`config.mk`:
```
export PLATFORM = sky130hd
export DESIGN_NAME = cbx_core
export DESIGN_NICKNAME = d
export VERILOG_FILES = /design/src/hw/cbx_pkg.sv /design/src/hw/cbx_alu_if.sv /design/src/hw/cbx_alu.sv /design/src/hw/cbx_core.sv
export SDC_FILE = /design/constraint.sdc
export NUM_CORES = 2
export LEC_CHECK = 0
export ABC_CLOCK_PERIOD_IN_PS = 50800
export BUFFER_PORTS_ARGS = -buffer_cell sky130_fd_sc_hd__buf_4
export CAP_MARGIN = 20
export CORE_MARGIN = 2
export CORE_UTILIZATION = 35
export DETAILED_ROUTE_END_ITERATION = 10
export PLACE_DENSITY = 0.48
export SYNTH_ARGS = -nofsm -noshare
export SYNTH_HDL_FRONTEND = slang
export SYNTH_HIERARCHICAL = 1
export SYNTH_SLANG_ARGS = --single-unit
```
`constraint.sdc`:
```
create_clock -name I_CLOCK -period 50.8 [get_ports I_CLOCK]
set_input_delay 2.54 -clock I_CLOCK [delete_from_list [all_inputs] [get_ports I_CLOCK]]
set_output_delay 2.54 -clock I_CLOCK [all_outputs]
set_load 0.01 [all_outputs]
```
`src/hw/cbx_pkg.sv`:
```
// Shared constants, types and decode function for the execution block
package cbx_pkg;

    // ========================================================================
    // Widths
    localparam int INSTR_W = 14;
    localparam int DATA_W  = 8;
    localparam int FADDR_W = 7;
    localparam int PC_W    = 15;
    localparam int K_W     = 11;
    localparam int ADDR_W  = 8;
    localparam int LATCH_W = 7;

    // ========================================================================
    // Instruction fields
    localparam int OPC6_MSB = 13;
    localparam int OPC6_LSB = 8;
    localparam int OPC3_LSB = 11;
    localparam int D_BIT    = 7;
    localparam int F_MSB    = 6;
    localparam int K_MSB    = 10;
    localparam int LIT_MSB  = 7;

    // ========================================================================
    // Opcode encodings
    localparam logic [2:0] OPC_JUMP      = 3'h5;
    localparam logic [5:0] OPC_BUMP      = 6'h0A;
    localparam logic [5:0] OPC_BUMP_SKIP = 6'h0F;
    localparam logic [5:0] OPC_OR_FILE   = 6'h04;
    localparam logic [5:0] OPC_SHL       = 6'h35;
    localparam logic [5:0] OPC_SHR       = 6'h36;
    localparam logic [5:0] OPC_OR_LIT    = 6'h38;

    // ========================================================================
    // Upper address latch field feeding the jump target
    localparam int LATCH_JMP_MSB = 6;
    localparam int LATCH_JMP_LSB = 3;

    // ========================================================================
    // Register map
    localparam logic [ADDR_W-1:0] REG_FILE_TOP = 8'h7F;
    localparam logic [ADDR_W-1:0] REG_ACC      = 8'h80;
    localparam logic [ADDR_W-1:0] REG_FLAGS    = 8'h81;
    localparam logic [ADDR_W-1:0] REG_LATCH    = 8'h82;
    localparam logic [ADDR_W-1:0] REG_PC_LO    = 8'h83;
    localparam logic [ADDR_W-1:0] REG_PC_HI    = 8'h84;
    localparam int FLAG_C_BIT = 0;
    localparam int FLAG_Z_BIT = 1;

    // ========================================================================
    // Reset values and timing
    localparam logic [DATA_W-1:0]  ACC_RST   = 8'h00;
    localparam logic [DATA_W-1:0]  FILE_RST  = 8'h00;
    localparam logic [PC_W-1:0]    PC_RST    = 15'h0000;
    localparam logic [LATCH_W-1:0] LATCH_RST = 7'h00;
    localparam int CYCLE_DIV = 4;

    typedef enum logic [2:0] {
        OP_IDLE      = 3'b000,
        OP_JUMP      = 3'b001,
        OP_BUMP      = 3'b010,
        OP_BUMP_SKIP = 3'b011,
        OP_OR_LIT    = 3'b100,
        OP_OR_FILE   = 3'b101,
        OP_SHL       = 3'b110,
        OP_SHR       = 3'b111
    } cbx_op_t;

    typedef enum logic [0:0] {
        ST_EXEC  = 1'b0,
        ST_FLUSH = 1'b1
    } cbx_state_t;

    // ========================================================================
    // Decode
    function automatic cbx_op_t cbx_decode(input logic [INSTR_W-1:0] instr);
        logic [5:0] opc6;
        opc6 = instr[OPC6_MSB:OPC6_LSB];
        if (instr[OPC6_MSB:OPC3_LSB] == OPC_JUMP)  return OP_JUMP;
        else if (opc6 == OPC_BUMP)                 return OP_BUMP;
        else if (opc6 == OPC_BUMP_SKIP)            return OP_BUMP_SKIP;
        else if (opc6 == OPC_OR_LIT)               return OP_OR_LIT;
        else if (opc6 == OPC_OR_FILE)              return OP_OR_FILE;
        else if (opc6 == OPC_SHL)                  return OP_SHL;
        else if (opc6 == OPC_SHR)                  return OP_SHR;
        else                                       return OP_IDLE;
    endfunction : cbx_decode

endpackage : cbx_pkg

```
`src/hw/cbx_alu_if.sv`:
```
// Operand and result bundle between the core and its arithmetic unit
`timescale 1ns/1ps
interface cbx_alu_if;
    import cbx_pkg::*;
    cbx_op_t            op;
    logic [DATA_W-1:0]  f_val;
    logic [DATA_W-1:0]  acc;
    logic [DATA_W-1:0]  lit;
    logic [DATA_W-1:0]  result;
    logic               carry;
    logic               zero;
    logic               upd_zero;
    logic               upd_carry;
    logic               skip_hit;
    modport core (output op, f_val, acc, lit,
                  input  result, carry, zero, upd_zero, upd_carry, skip_hit);
    modport alu  (input  op, f_val, acc, lit,
                  output result, carry, zero, upd_zero, upd_carry, skip_hit);
endinterface : cbx_alu_if

```
`src/hw/cbx_alu.sv`:
```
// Combinational result and flag logic for the supported operations
`timescale 1ns/1ps
module cbx_alu
    import cbx_pkg::*;
(
    cbx_alu_if.alu alu
);

    // ========================================================================
    // Result
    always_comb begin
        alu.result    = alu.f_val;
        alu.carry     = 1'b0;
        alu.upd_zero  = 1'b0;
        alu.upd_carry = 1'b0;
        case (alu.op)
            OP_BUMP: begin
                alu.result   = DATA_W'(alu.f_val + 8'h01);
                alu.upd_zero = 1'b1;
            end
            OP_BUMP_SKIP: begin
                // No flag update here
                alu.result = DATA_W'(alu.f_val + 8'h01);
            end
            OP_OR_LIT: begin
                alu.result   = alu.acc | alu.lit;
                alu.upd_zero = 1'b1;
            end
            OP_OR_FILE: begin
                alu.result   = alu.acc | alu.f_val;
                alu.upd_zero = 1'b1;
            end
            OP_SHL: begin
                alu.result    = {alu.f_val[DATA_W-2:0], 1'b0};
                alu.carry     = alu.f_val[DATA_W-1];
                alu.upd_zero  = 1'b1;
                alu.upd_carry = 1'b1;
            end
            OP_SHR: begin
                alu.result    = {1'b0, alu.f_val[DATA_W-1:1]};
                alu.carry     = alu.f_val[0];
                alu.upd_zero  = 1'b1;
                alu.upd_carry = 1'b1;
            end
            default: begin
                alu.result = alu.f_val;
            end
        endcase
    end

    // ========================================================================
    // Flags
    assign alu.zero     = (alu.result == '0);
    assign alu.skip_hit = (alu.op == OP_BUMP_SKIP) && alu.zero;

endmodule : cbx_alu

```
`src/hw/cbx_core.sv`:
```
// Execution core for jump, increment, skip, OR and shift operations
`timescale 1ns/1ps
module cbx_core
    import cbx_pkg::*;
#(
    parameter int CLK_PER_CYCLE = CYCLE_DIV
) (
    input  wire logic               I_CLOCK,
    input  wire logic               I_NRST,
    input  wire logic               I_INSTR_VALID,
    input  wire logic [INSTR_W-1:0] I_INSTR,
    input  wire logic [ADDR_W-1:0]  I_ADDR,
    input  wire logic [DATA_W-1:0]  I_WDATA,
    input  wire logic               I_WR,
    input  wire logic               I_RD,
    output logic      [DATA_W-1:0]  O_RDATA,
    output logic      [PC_W-1:0]    O_PC,
    output logic      [DATA_W-1:0]  O_ACC,
    output logic                    O_ZERO,
    output logic                    O_CARRY,
    output logic                    O_FLUSH,
    output logic                    O_RETIRE
);

    // ========================================================================
    // Reset release
    logic rst_meta;
    logic rst_n;

    always_ff @(posedge I_CLOCK or negedge I_NRST) begin
        if (!I_NRST) begin
            rst_meta <= 1'b0;
            rst_n    <= 1'b0;
        end else begin
            rst_meta <= 1'b1;
            rst_n    <= rst_meta;
        end
    end

    // ========================================================================
    // Instruction cycle enable
    localparam int DIV_W = $clog2(CLK_PER_CYCLE + 1);
    localparam logic [DIV_W-1:0] DIV_LAST = DIV_W'(CLK_PER_CYCLE - 1);

    logic [DIV_W-1:0] div_cnt;
    logic             cyc_en;

    always_ff @(posedge I_CLOCK or negedge rst_n) begin
        if (!rst_n) begin
            div_cnt <= '0;
            cyc_en  <= 1'b0;
        end else begin
            cyc_en <= (div_cnt == DIV_LAST);
            if (div_cnt == DIV_LAST) begin
                div_cnt <= '0;
            end else begin
                div_cnt <= DIV_W'(div_cnt + 1'b1);
            end
        end
    end

    // ========================================================================
    // Architectural state
    logic [DATA_W-1:0]  file_mem [2**FADDR_W];
    logic [DATA_W-1:0]  acc;
    logic               zero_flag;
    logic               carry_flag;
    logic [LATCH_W-1:0] latch;
    logic [PC_W-1:0]    pc;
    cbx_state_t         state;
    cbx_state_t         next_state;
    logic               flush_is_skip;

    // ========================================================================
    // Operand fetch and decode
    cbx_op_t            op;
    logic [FADDR_W-1:0] f_addr;
    logic               to_file;
    logic               exec;
    logic               uses_file;

    assign op      = cbx_decode(I_INSTR);
    assign f_addr  = I_INSTR[F_MSB:0];
    assign to_file = I_INSTR[D_BIT] && uses_file;
    assign exec    = cyc_en && (state == ST_EXEC) && I_INSTR_VALID;
    assign uses_file = (op == OP_BUMP) || (op == OP_BUMP_SKIP) || (op == OP_OR_FILE)
                    || (op == OP_SHL) || (op == OP_SHR);

    cbx_alu_if alu_bus ();

    assign alu_bus.op    = op;
    assign alu_bus.f_val = file_mem[f_addr];
    assign alu_bus.acc   = acc;
    assign alu_bus.lit   = I_INSTR[LIT_MSB:0];

    cbx_alu u_alu (
        .alu (alu_bus)
    );

    // ========================================================================
    // Sequencer
    always_comb begin
        next_state = state;
        case (state)
            ST_EXEC: begin
                if (exec && ((op == OP_JUMP) || alu_bus.skip_hit)) begin
                    next_state = ST_FLUSH;
                end
            end
            ST_FLUSH: begin
                if (cyc_en) begin
                    next_state = ST_EXEC;
                end
            end
            default: begin
                next_state = ST_EXEC;
            end
        endcase
    end

    always_ff @(posedge I_CLOCK or negedge rst_n) begin
        if (!rst_n) begin
            state         <= ST_EXEC;
            flush_is_skip <= 1'b0;
        end else begin
            state <= next_state;
            if (exec) begin
                flush_is_skip <= alu_bus.skip_hit;
            end
        end
    end

    // ========================================================================
    // Program counter
    always_ff @(posedge I_CLOCK or negedge rst_n) begin
        if (!rst_n) begin
            pc <= PC_RST;
        end else if (exec && (op == OP_JUMP)) begin
            pc <= {latch[LATCH_JMP_MSB:LATCH_JMP_LSB], I_INSTR[K_MSB:0]};
        end else if (exec) begin
            pc <= PC_W'(pc + 1'b1);
        end else if (cyc_en && (state == ST_FLUSH) && flush_is_skip) begin
            // Skipped word is discarded, so step past it
            pc <= PC_W'(pc + 1'b1);
        end
    end

    // ========================================================================
    // Accumulator; execution wins over a software write in the same cycle
    always_ff @(posedge I_CLOCK or negedge rst_n) begin
        if (!rst_n) begin
            acc <= ACC_RST;
        end else if (exec && uses_file && !to_file) begin
            acc <= alu_bus.result;
        end else if (exec && (op == OP_OR_LIT)) begin
            acc <= alu_bus.result;
        end else if (I_WR && (I_ADDR == REG_ACC)) begin
            acc <= I_WDATA;
        end
    end

    // ========================================================================
    // Status flags
    always_ff @(posedge I_CLOCK or negedge rst_n) begin
        if (!rst_n) begin
            zero_flag  <= 1'b0;
            carry_flag <= 1'b0;
        end else if (exec && (alu_bus.upd_zero || alu_bus.upd_carry)) begin
            if (alu_bus.upd_zero) begin
                zero_flag <= alu_bus.zero;
            end
            if (alu_bus.upd_carry) begin
                carry_flag <= alu_bus.carry;
            end
        end else if (I_WR && (I_ADDR == REG_FLAGS)) begin
            zero_flag  <= I_WDATA[FLAG_Z_BIT];
            carry_flag <= I_WDATA[FLAG_C_BIT];
        end
    end

    // ========================================================================
    // Upper address latch, written only by software
    always_ff @(posedge I_CLOCK or negedge rst_n) begin
        if (!rst_n) begin
            latch <= LATCH_RST;
        end else if (I_WR && (I_ADDR == REG_LATCH)) begin
            latch <= I_WDATA[LATCH_W-1:0];
        end
    end

    // ========================================================================
    // File registers
    for (genvar gi = 0; gi < 2**FADDR_W; gi++) begin : g_file
        always_ff @(posedge I_CLOCK or negedge rst_n) begin
            if (!rst_n) begin
                file_mem[gi] <= FILE_RST;
            end else if (exec && to_file && (f_addr == FADDR_W'(gi))) begin
                file_mem[gi] <= alu_bus.result;
            end else if (I_WR && (I_ADDR == ADDR_W'(gi))) begin
                file_mem[gi] <= I_WDATA;
            end
        end
    end

    // ========================================================================
    // Register read port, data one cycle after the strobe
    always_ff @(posedge I_CLOCK or negedge rst_n) begin
        if (!rst_n) begin
            O_RDATA <= '0;
        end else if (!I_RD) begin
            O_RDATA <= '0;
        end else if (I_ADDR <= REG_FILE_TOP) begin
            O_RDATA <= file_mem[I_ADDR[FADDR_W-1:0]];
        end else if (I_ADDR == REG_ACC) begin
            O_RDATA <= acc;
        end else if (I_ADDR == REG_FLAGS) begin
            O_RDATA <= DATA_W'({zero_flag, carry_flag});
        end else if (I_ADDR == REG_LATCH) begin
            O_RDATA <= DATA_W'(latch);
        end else if (I_ADDR == REG_PC_LO) begin
            O_RDATA <= pc[DATA_W-1:0];
        end else if (I_ADDR == REG_PC_HI) begin
            O_RDATA <= DATA_W'(pc[PC_W-1:DATA_W]);
        end else begin
            O_RDATA <= '0;
        end
    end

    // ========================================================================
    // Outputs
    always_ff @(posedge I_CLOCK or negedge rst_n) begin
        if (!rst_n) begin
            O_RETIRE <= 1'b0;
        end else begin
            O_RETIRE <= exec;
        end
    end

    assign O_PC    = pc;
    assign O_ACC   = acc;
    assign O_ZERO  = zero_flag;
    assign O_CARRY = carry_flag;
    assign O_FLUSH = state;

    // ========================================================================
    // Checks
    logic [DATA_W-1:0] f_now;
    assign f_now = file_mem[f_addr];

    chk_jump_low: assert property (@(posedge I_CLOCK) disable iff (!rst_n)
        exec && op == OP_JUMP |=> pc[K_MSB:0] == $past(I_INSTR[K_MSB:0]))
        else $error("jump low address wrong");
    chk_jump_high: assert property (@(posedge I_CLOCK) disable iff (!rst_n)
        exec && op == OP_JUMP |=> pc[PC_W-1:K_W] == $past(latch[LATCH_JMP_MSB:LATCH_JMP_LSB]))
        else $error("jump high address wrong");
    chk_jump_two: assert property (@(posedge I_CLOCK) disable iff (!rst_n)
        exec && op == OP_JUMP |=> state == ST_FLUSH && $stable(zero_flag)
            && $stable(carry_flag) ##1 (state == ST_FLUSH)[*3] ##1 state == ST_EXEC)
        else $error("jump not two cycles or flags moved");
    chk_dest_acc: assert property (@(posedge I_CLOCK) disable iff (!rst_n)
        exec && uses_file && !I_INSTR[D_BIT] |=> acc == $past(alu_bus.result)
            && file_mem[$past(f_addr)] == $past(f_now))
        else $error("destination accumulator wrong");
    chk_bump_file: assert property (@(posedge I_CLOCK) disable iff (!rst_n)
        exec && op == OP_BUMP && I_INSTR[D_BIT] |=>
            file_mem[$past(f_addr)] == DATA_W'($past(f_now) + 8'h01))
        else $error("increment to file wrong");
    chk_skip_taken: assert property (@(posedge I_CLOCK) disable iff (!rst_n)
        exec && op == OP_BUMP_SKIP && f_now == 8'hFF |=> state == ST_FLUSH
            ##4 pc == PC_W'($past(pc, 5) + 15'h0002))
        else $error("zero skip not taken");
    chk_skip_flags: assert property (@(posedge I_CLOCK) disable iff (!rst_n)
        exec && op == OP_BUMP_SKIP |=> $stable(zero_flag) && $stable(carry_flag)
            && (state == ST_FLUSH) == ($past(f_now) == 8'hFF))
        else $error("skip changed flags or path");
    chk_or_lit: assert property (@(posedge I_CLOCK) disable iff (!rst_n)
        exec && op == OP_OR_LIT |=> acc == ($past(acc) | $past(I_INSTR[LIT_MSB:0])))
        else $error("literal OR wrong");
    chk_or_file: assert property (@(posedge I_CLOCK) disable iff (!rst_n)
        exec && op == OP_OR_FILE && !I_INSTR[D_BIT] |=> acc == ($past(acc) | $past(f_now)))
        else $error("register OR wrong");
    chk_shift_left: assert property (@(posedge I_CLOCK) disable iff (!rst_n)
        exec && op == OP_SHL |=> carry_flag == $past(f_now[DATA_W-1])
            && zero_flag == ($past(f_now[DATA_W-2:0]) == 7'h00))
        else $error("left shift flags wrong");
    chk_shift_right: assert property (@(posedge I_CLOCK) disable iff (!rst_n)
        exec && op == OP_SHR |=> carry_flag == $past(f_now[0])
            && zero_flag == ($past(f_now[DATA_W-1:1]) == 7'h00))
        else $error("right shift flags wrong");
    chk_zero_wrap: assert property (@(posedge I_CLOCK) disable iff (!rst_n)
        exec && op == OP_BUMP && f_now == 8'hFF |=> zero_flag)
        else $error("increment wrap zero wrong");
    chk_single_cycle: assert property (@(posedge I_CLOCK) disable iff (!rst_n)
        exec && op != OP_JUMP && !alu_bus.skip_hit |=> state == ST_EXEC
            && pc == PC_W'($past(pc) + 15'h0001))
        else $error("single cycle op stalled");
    chk_flush_hold: assert property (@(posedge I_CLOCK) disable iff (!rst_n)
        state == ST_FLUSH && !flush_is_skip |=> $stable(pc))
        else $error("jump target moved during flush");
    // Software writes may land during a flush, so they are left out here
    chk_flush_idle: assert property (@(posedge I_CLOCK) disable iff (!rst_n)
        state == ST_FLUSH && !I_WR |=> $stable(acc) && $stable(zero_flag)
            && $stable(carry_flag))
        else $error("flush cycle changed state");
    chk_or_file_dest: assert property (@(posedge I_CLOCK) disable iff (!rst_n)
        exec && op == OP_OR_FILE && I_INSTR[D_BIT] && !I_WR |=>
            file_mem[$past(f_addr)] == ($past(acc) | $past(f_now)) && $stable(acc))
        else $error("register OR to file wrong");
    chk_shl_dest: assert property (@(posedge I_CLOCK) disable iff (!rst_n)
        exec && op == OP_SHL && I_INSTR[D_BIT] |=>
            file_mem[$past(f_addr)] == {$past(f_now[DATA_W-2:0]), 1'b0})
        else $error("left shift result wrong");
    chk_shr_dest: assert property (@(posedge I_CLOCK) disable iff (!rst_n)
        exec && op == OP_SHR && !I_INSTR[D_BIT] |=> acc == {1'b0, $past(f_now[DATA_W-1:1])})
        else $error("right shift result wrong");
    chk_bump_flags: assert property (@(posedge I_CLOCK) disable iff (!rst_n)
        exec && op == OP_BUMP |=> zero_flag == ($past(f_now) == 8'hFF)
            && $stable(carry_flag))
        else $error("increment flags wrong");

    cov_jump: cover property (@(posedge I_CLOCK) disable iff (!rst_n)
        exec && op == OP_JUMP);
    cov_skip_taken: cover property (@(posedge I_CLOCK) disable iff (!rst_n)
        exec && alu_bus.skip_hit);
    cov_shift_carry: cover property (@(posedge I_CLOCK) disable iff (!rst_n)
        exec && op == OP_SHL && f_now[DATA_W-1]);
    cov_file_dest: cover property (@(posedge I_CLOCK) disable iff (!rst_n)
        exec && to_file && op == OP_OR_FILE);
    cov_shift_right: cover property (@(posedge I_CLOCK) disable iff (!rst_n)
        exec && op == OP_SHR && f_now[0]);

endmodule : cbx_core

```
# Word level (Yosys, flattened, before mapping)

Cells that the tools add are included.

Register bits after elaboration: 1073
Input port bits: 35
Output and inout port bits: 35
Logic and storage cells: 1142

Add/sub/neg operators: 3
$lt $le $gt $ge: 3
Equal/unequal tests: 276
Multiplexer cells: 296
Bitwise gates (word level): 5
Reduce and logical (&&, ||, !) cells: 418

Operators by type and width:

| kind               | count |
|---|---|
| $mux 8             | 269 |
| $eq 8x7->1 const B | 64 |
| $eq 7x7->1 const B | 64 |
| $logic_and 1x1->1  | 272 |
| $reduce_bool 2->1  | 129 |
| $eq 8x6->1 const B | 32 |
| $eq 7x6->1 const B | 32 |
| $eq 8x5->1 const B | 16 |
| $bmux 8 s7         | 2 |
| $eq 7x5->1 const B | 16 |
| $eq 8x4->1 const B | 8 |
| $eq 7x4->1 const B | 8 |
| $mux 15            | 3 |
| $eq 8x8->1 const B | 5 |
| $pmux 8 s5         | 1 |
| $eq 8x3->1 const B | 4 |
| $eq 7x3->1 const B | 4 |
| $mux 3             | 8 |
| $eq 6x6->1 const B | 3 |
| $eq 8x2->1 const B | 2 |
| $ge 8x8->1 const B | 2 |
| $logic_not 8->1    | 2 |
| $not 7->8          | 2 |
| $or 8x8->8         | 2 |
| other kinds (24)   | 51 |

# Logic depth before layout (Yosys ltp)

Word-level depth: 17
Depth in mapped cells: 20
Mapped depth without buffers: 15

# By module

Netlist, hierarchy kept.

Modules (own cells, without submodules):

| module   | instances | cells each | area each (µm²) | sequential area each (µm²) |
|---|---|---|---|---|
| cbx_core | 1         | 6355       | 69384.0         | 26850.8 |
| cbx_alu  | 1         | 86         | 685.7           | 0.0 |

# Least setup slack after synthesis

OpenSTA, ideal clock, no wires.

Kind: input to register
Start point: input port I_INSTR[1]
End point: register zero_flag (netlist: O_ZERO)
Setup time: 125 ps
Arrival: 6220 ps
Required time: 50675 ps
Path slack: 44455 ps
Cell stages on the path: 17
Cell sequence: buf_2 > buf_4 > buf_2 > buf_2 > mux4_2 > mux2i_1 > o311ai_0 > o22ai_1 > a211oi_1 > ha_1 > nand4_1 > or4_1 > o211ai_2 > a311oi_1 > and3b_1 > mux2_2 > mux2_2

Longest elaborated chain between the ends: 9
Elaborated cells on any way between the ends: 11

Ends and longest elaborated chain:

| item                                      | line                         | source |
|---|---|---|
| start, declared                           | cbx_core.sv:11               | `input wire logic [INSTR_W-1:0] I_INSTR,` |
| $not 7->8                                 | -                            |  |
| $bmux 8 s7                                | -                            |  |
| $mux 8 (implied by the code) (2 in a row) | cbx_core.sv:92               | `assign alu_bus.f_val = file_mem[f_addr];` |
| named net alu_bus.f_val[1]                | cbx_alu_if.sv:6              | `logic [DATA_W-1:0] f_val;` |
| $add 8x1->8                               | cbx_alu.sv:18, cbx_alu.sv:23 |  |
| $pmux 8 s5                                | cbx_alu.sv:16                | `case (alu.op)` |
| named net alu_bus.result[6]               | cbx_alu_if.sv:9              | `logic [DATA_W-1:0] result;` |
| $logic_not 8->1                           | cbx_alu.sv:53                | `assign alu.zero = (alu.result == '0);` |
| named net alu_bus.zero                    | cbx_alu_if.sv:11             | `logic zero;` |
| $mux 1                                    | cbx_core.sv:169              | `if (alu_bus.upd_zero) begin` |
| $mux 1                                    | cbx_core.sv:168              | `end else if (exec && (alu_bus.upd_zero \|\| alu_bus.upd_carry)) begin` |
| end signal, assigned                      | cbx_core.sv:170              | `zero_flag <= alu_bus.zero;` |
| end signal, assigned                      | cbx_core.sv:176              | `zero_flag <= I_WDATA[FLAG_Z_BIT];` |
| end, declared                             | cbx_core.sv:66               | `logic zero_flag;` |

The timed path passes the listed nets, and every way through them passes these cells. The select of a mux whose other input is x is not followed.
A chain may end at the register's enable or synchronous reset.

# Final worst setup path

Start point: input port I_INSTR[1]
End point: register file_mem[37] (netlist name)

Longest elaborated chain between the ends: 7
Elaborated cells on any way between the ends: 11

Ends and longest elaborated chain:

| item                                      | line                         | source |
|---|---|---|
| $not 7->8                                 | -                            |  |
| $bmux 8 s7                                | -                            |  |
| $mux 8 (implied by the code) (2 in a row) | cbx_core.sv:92               |  |
| named net alu_bus.f_val[0]                | cbx_alu_if.sv:6              |  |
| $add 8x1->8                               | cbx_alu.sv:18, cbx_alu.sv:23 |  |
| $pmux 8 s5                                | cbx_alu.sv:16                |  |
| named net alu_bus.result[5]               | cbx_alu_if.sv:9              |  |
| $mux 8                                    | cbx_core.sv:197              | `end else if (exec && to_file && (f_addr == FADDR_W'(gi))) begin` |
| end signal, assigned by index             | cbx_core.sv:198              | `file_mem[gi] <= alu_bus.result;` |
| end, declared                             | cbx_core.sv:64               | `logic [DATA_W-1:0] file_mem [2**FADDR_W];` |

The timed path passes the listed nets, and every way through them passes these cells. The select of a mux whose other input is x is not followed.

==> metrics.md <==
| Metric | Value |
|---|---|
| DRT met1 WL | 125000 microns |
| H-Tree Level Count | 4 |
| Reg2Reg Setup Slack | 44.74 ns |
| WS Path Type | in2reg |
| # IOs | 70 |
| DP HPWL | 193000 microns |
| DIE HEIGHT | 451 microns |
| Crit-path max FO | 71 |
| Worst Path Arrival | 9.93 ns |
| Worst Max-Slew Pin Slew | 1.28 ns |
| Max-cap check violation count | 0 |
| Die outline width | 451 microns |
| Total design power | 2.29 mW |
| Mapped Nets | 6479 |
| Seq/Total Area, Yosys | 38.3% |
| Cts hold-fix bufs | 0 |
| Fraction of layout cells with a size suffix above 1 | 20.0% |
| Post-DRT Antenna Nets | 0 |
| Global Route Usage Sum | 28.7% |
| Commonest non-fill, non-tap cell in the layout | mux2i_1 |
| Met2 WL | 130000 microns |
| FFs w/ async S/R, synth | 100% |
| Min Tclk post-route | 9.24 ns |
| Synth warn | 6 |
| RSZ-0062 raised after global routing | no |
| Min Hold Slack | 0.314 ns |
| Max_slew headroom | 14.6% |
| Wire length per cell | 33.3 microns |
| Met3 WL post-DR | 26700 microns |
| DIE AREA | 204000 sq um |
| Post-synthesis simple-gate area fraction | 9.29% |
| Fin crit share | 18.2% |
| First-pass GRT wire length | 422000 microns |
| Unique cell type count in the Yosys netlist | 92 |
| Synth-to-layout area growth | 9.67% |
| CP Launch Type | input port |
| DR vias | 55.4k |
| Pins over their slew limit | 0 |
| Post-synth EDFFs | 0 |
| Layout Nets | 6221 |
| Status | complete, no violations |
| Type of the most critical hold path | reg2async |
| Sum Neg Setup Slack | 0 ns |
| Row cnt | 164 |
| Antenna violations before repair | 15 |
| Leak Pwr | 34.9 nW |
| Core ar. | 199000 sq um |
| Register clock-pin slew on the reported worst setup and hold paths | 0.06 ns |
| Root Buffer | clkbuf_16 |
| CTS Buffer Depth | 3 |
| Routed Wire Length | 297000 microns |
| Initial Utilization | 35.1% |
| Routability cong. | 1.01 |
| Clock Skews | 0.0410 ns |
| Post-Synth XOR/XNOR Area | 0.0375% |
| Port bufs | 69 |
| Final Core Density | 38.5% |
| Reg2reg end | file_mem[37] |
| Top FF cell, synth | dfrtp_1 |
| Worst-Skew Late Latency | 0.82 ns |
| Post-synth top area share | 38.3% |
| Endpoints failing hold | 0 |
| Number of gates resized after CTS | 0 |
| Setup violations, final | 0 |
| Sink Count | 1073 |
| Largest net degree at the start of global routing | 144 |
| CTS tree | yes |
| Pre-Repair DR Iteration Count | 7 |
| Main combinational cell family by area after synthesis | multiplexers |
| CTS buffer count | 134 |
| Register bit total from synthesis | 1073 |
| Mux cell area share after synthesis | 34.6% |
| Postcts setup bufs | 0 |
| Drt drc | 0 |
| Multi-input gate area | 40200 sq um |
| Sequential cell area | 26900 sq um |
| F_max | 0.108 GHz |
| R2R cell count | 14 |
| Peak VDD IR | 0.0313 mV |
| Vias per cell | 6.20 |
| Vias in the first global route | 52.1k |
| Top cell type by total area after synthesis | dfrtp_1 |
| Commonest cells after routing, fill and taps aside | 1129 x mux2i_1, 1094 x nor2_1, 1073 x a21oi_1 |
| Adder-cell share of the synthesized area | 0.0536% |
| Top post-synthesis cells by area | dfrtp_1 38%, mux4_2 18%, mux2i_1 16%, a21oi_1 7.7%, nor2_1 5.9% |
| GRT overflow | 0 |
| Req. time, crit path | 51.49 ns |
| R2r startpoint | file_mem[536] |
| Crit. End Element | flop |
| Initial drt markers | 7024 |
| Uppermost layer routed | met5 |
| Mapped Area | 70100 sq um |
| Pwr dens | 29.8 nW/um^2 |
| Mapped Avg Cell Area | 10.9 sq um |
| Cells after synthesis | 6441 |
| Compound-cell area share of the yosys netlist | 13.2% |
| Fillers | 19.4k |
per-stage QoR:
stage | std cells | area [sq um] | setup slack (ns)
floorplan | 6441 | 70100 | 18.68
global placement | 8698 | 72400 | 40.91
detailed placement | 8700 | 72400 | 40.85
CTS | 8926 | 76800 | 41.71
global route | 8929 | 76800 | 41.44
finish | 8932 | 76800 | 41.56
area by class of cell:
type / count / area share (%)
Inverter: 14 / 0.0684
Tap cell: 2656 / 4.32
Clock buffer: 199 / 5.21
Timing Repair Buffer: 247 / 2.67
Antenna cell: 3 / 0.00977
Clock inverter: 27 / 0.438
Sequential cell: 1073 / 34.9
Multi-Input combinational cell: 4713 / 52.3
worst max path at each step:
stage                          start             to  depth (start not counted)
after floorplan                rst_n       O_ACC[0]                          0
after global placement    I_INSTR[0]  file_mem[229]                         15
after detailed placement  I_INSTR[0]  file_mem[237]                         15
after CTS                 I_INSTR[0]  file_mem[237]                         15
after global routing      I_INSTR[0]   file_mem[69]                         15
final                     I_INSTR[1]   file_mem[37]                         15
power breakdown:
| group | switching [mW] | internal (mW) |
|---|---|---|
| sequential | 0.0441 | 0.901 |
| combinational | 0.243 | 0.121 |
| clock | 0.406 | 0.576 |
metal layers:
layer  GRT usage [%]  vias up
met4            13.0        8
met5          0.0233        -
met2            42.4     2848
met3            6.41      591
met1            40.1    28500
li1                -    23500
sequential cells by signal, indices dropped and copies added (netlist names), 3 cells and up:
name      cells
file_mem   1024
O_PC         15
O_RDATA       8
div_cnt       3
latch         7
O_ACC         8
worst max-delay path, stage by stage:
cell	delay (ns)
buf_8	0.58
buf_4	0.76
buf_4	0.67
mux4_2	0.40
mux4_2	0.55
a22oi_1	0.49
nand3_1	0.44
nand4_1	0.27
nor2_1	0.07
xnor2_1	0.17
o21ai_4	0.76
buf_4	0.73
buf_4	0.93
nor2_1	0.11
a21oi_1	0.15
logic make-up (layout without fill, tap and decap cells):
kind of cell,count (synthesis),after routing
other,1,4
buffers and inverters,655,487
AND/OR/NAND/NOR,1524,1524
AO/OA/AOI/OAI,1459,1459
flip-flops,1073,1073
XOR/XNOR,3,3
multiplexers,1723,1723
adder cells (fa/ha/maj),3,3
synthesized netlist by cell type, types with 7 or more instances:
cell and count:
mux2i_1 1129, buf_2 219, inv_1 10, a2bb2oi_1 13, buf_6 36, o21ai_1 10, o22ai_1 25, nor2_1 1107
a211oi_1 10, a2111oi_0 9, nor2b_1 29, nand3_1 64, dfrtp_1 1073, o2111ai_2 58, clkbuf_1 291, and2_1 14
a31oi_1 24, nand3_2 10, buf_4 42, nor3_2 7, nor2_2 60, a22oi_1 59, a221oi_1 11, a211o_1 8
and3_1 13, mux4_2 552, mux2_2 39, a22o_1 12, o21ai_0 23, nor3_1 13, buf_1 49, o2111ai_1 40
nand4_1 14, nand2_1 129, o211ai_4 30, nand2b_1 15, a21oi_1 1073
Power figures use the tool's default switching activity.
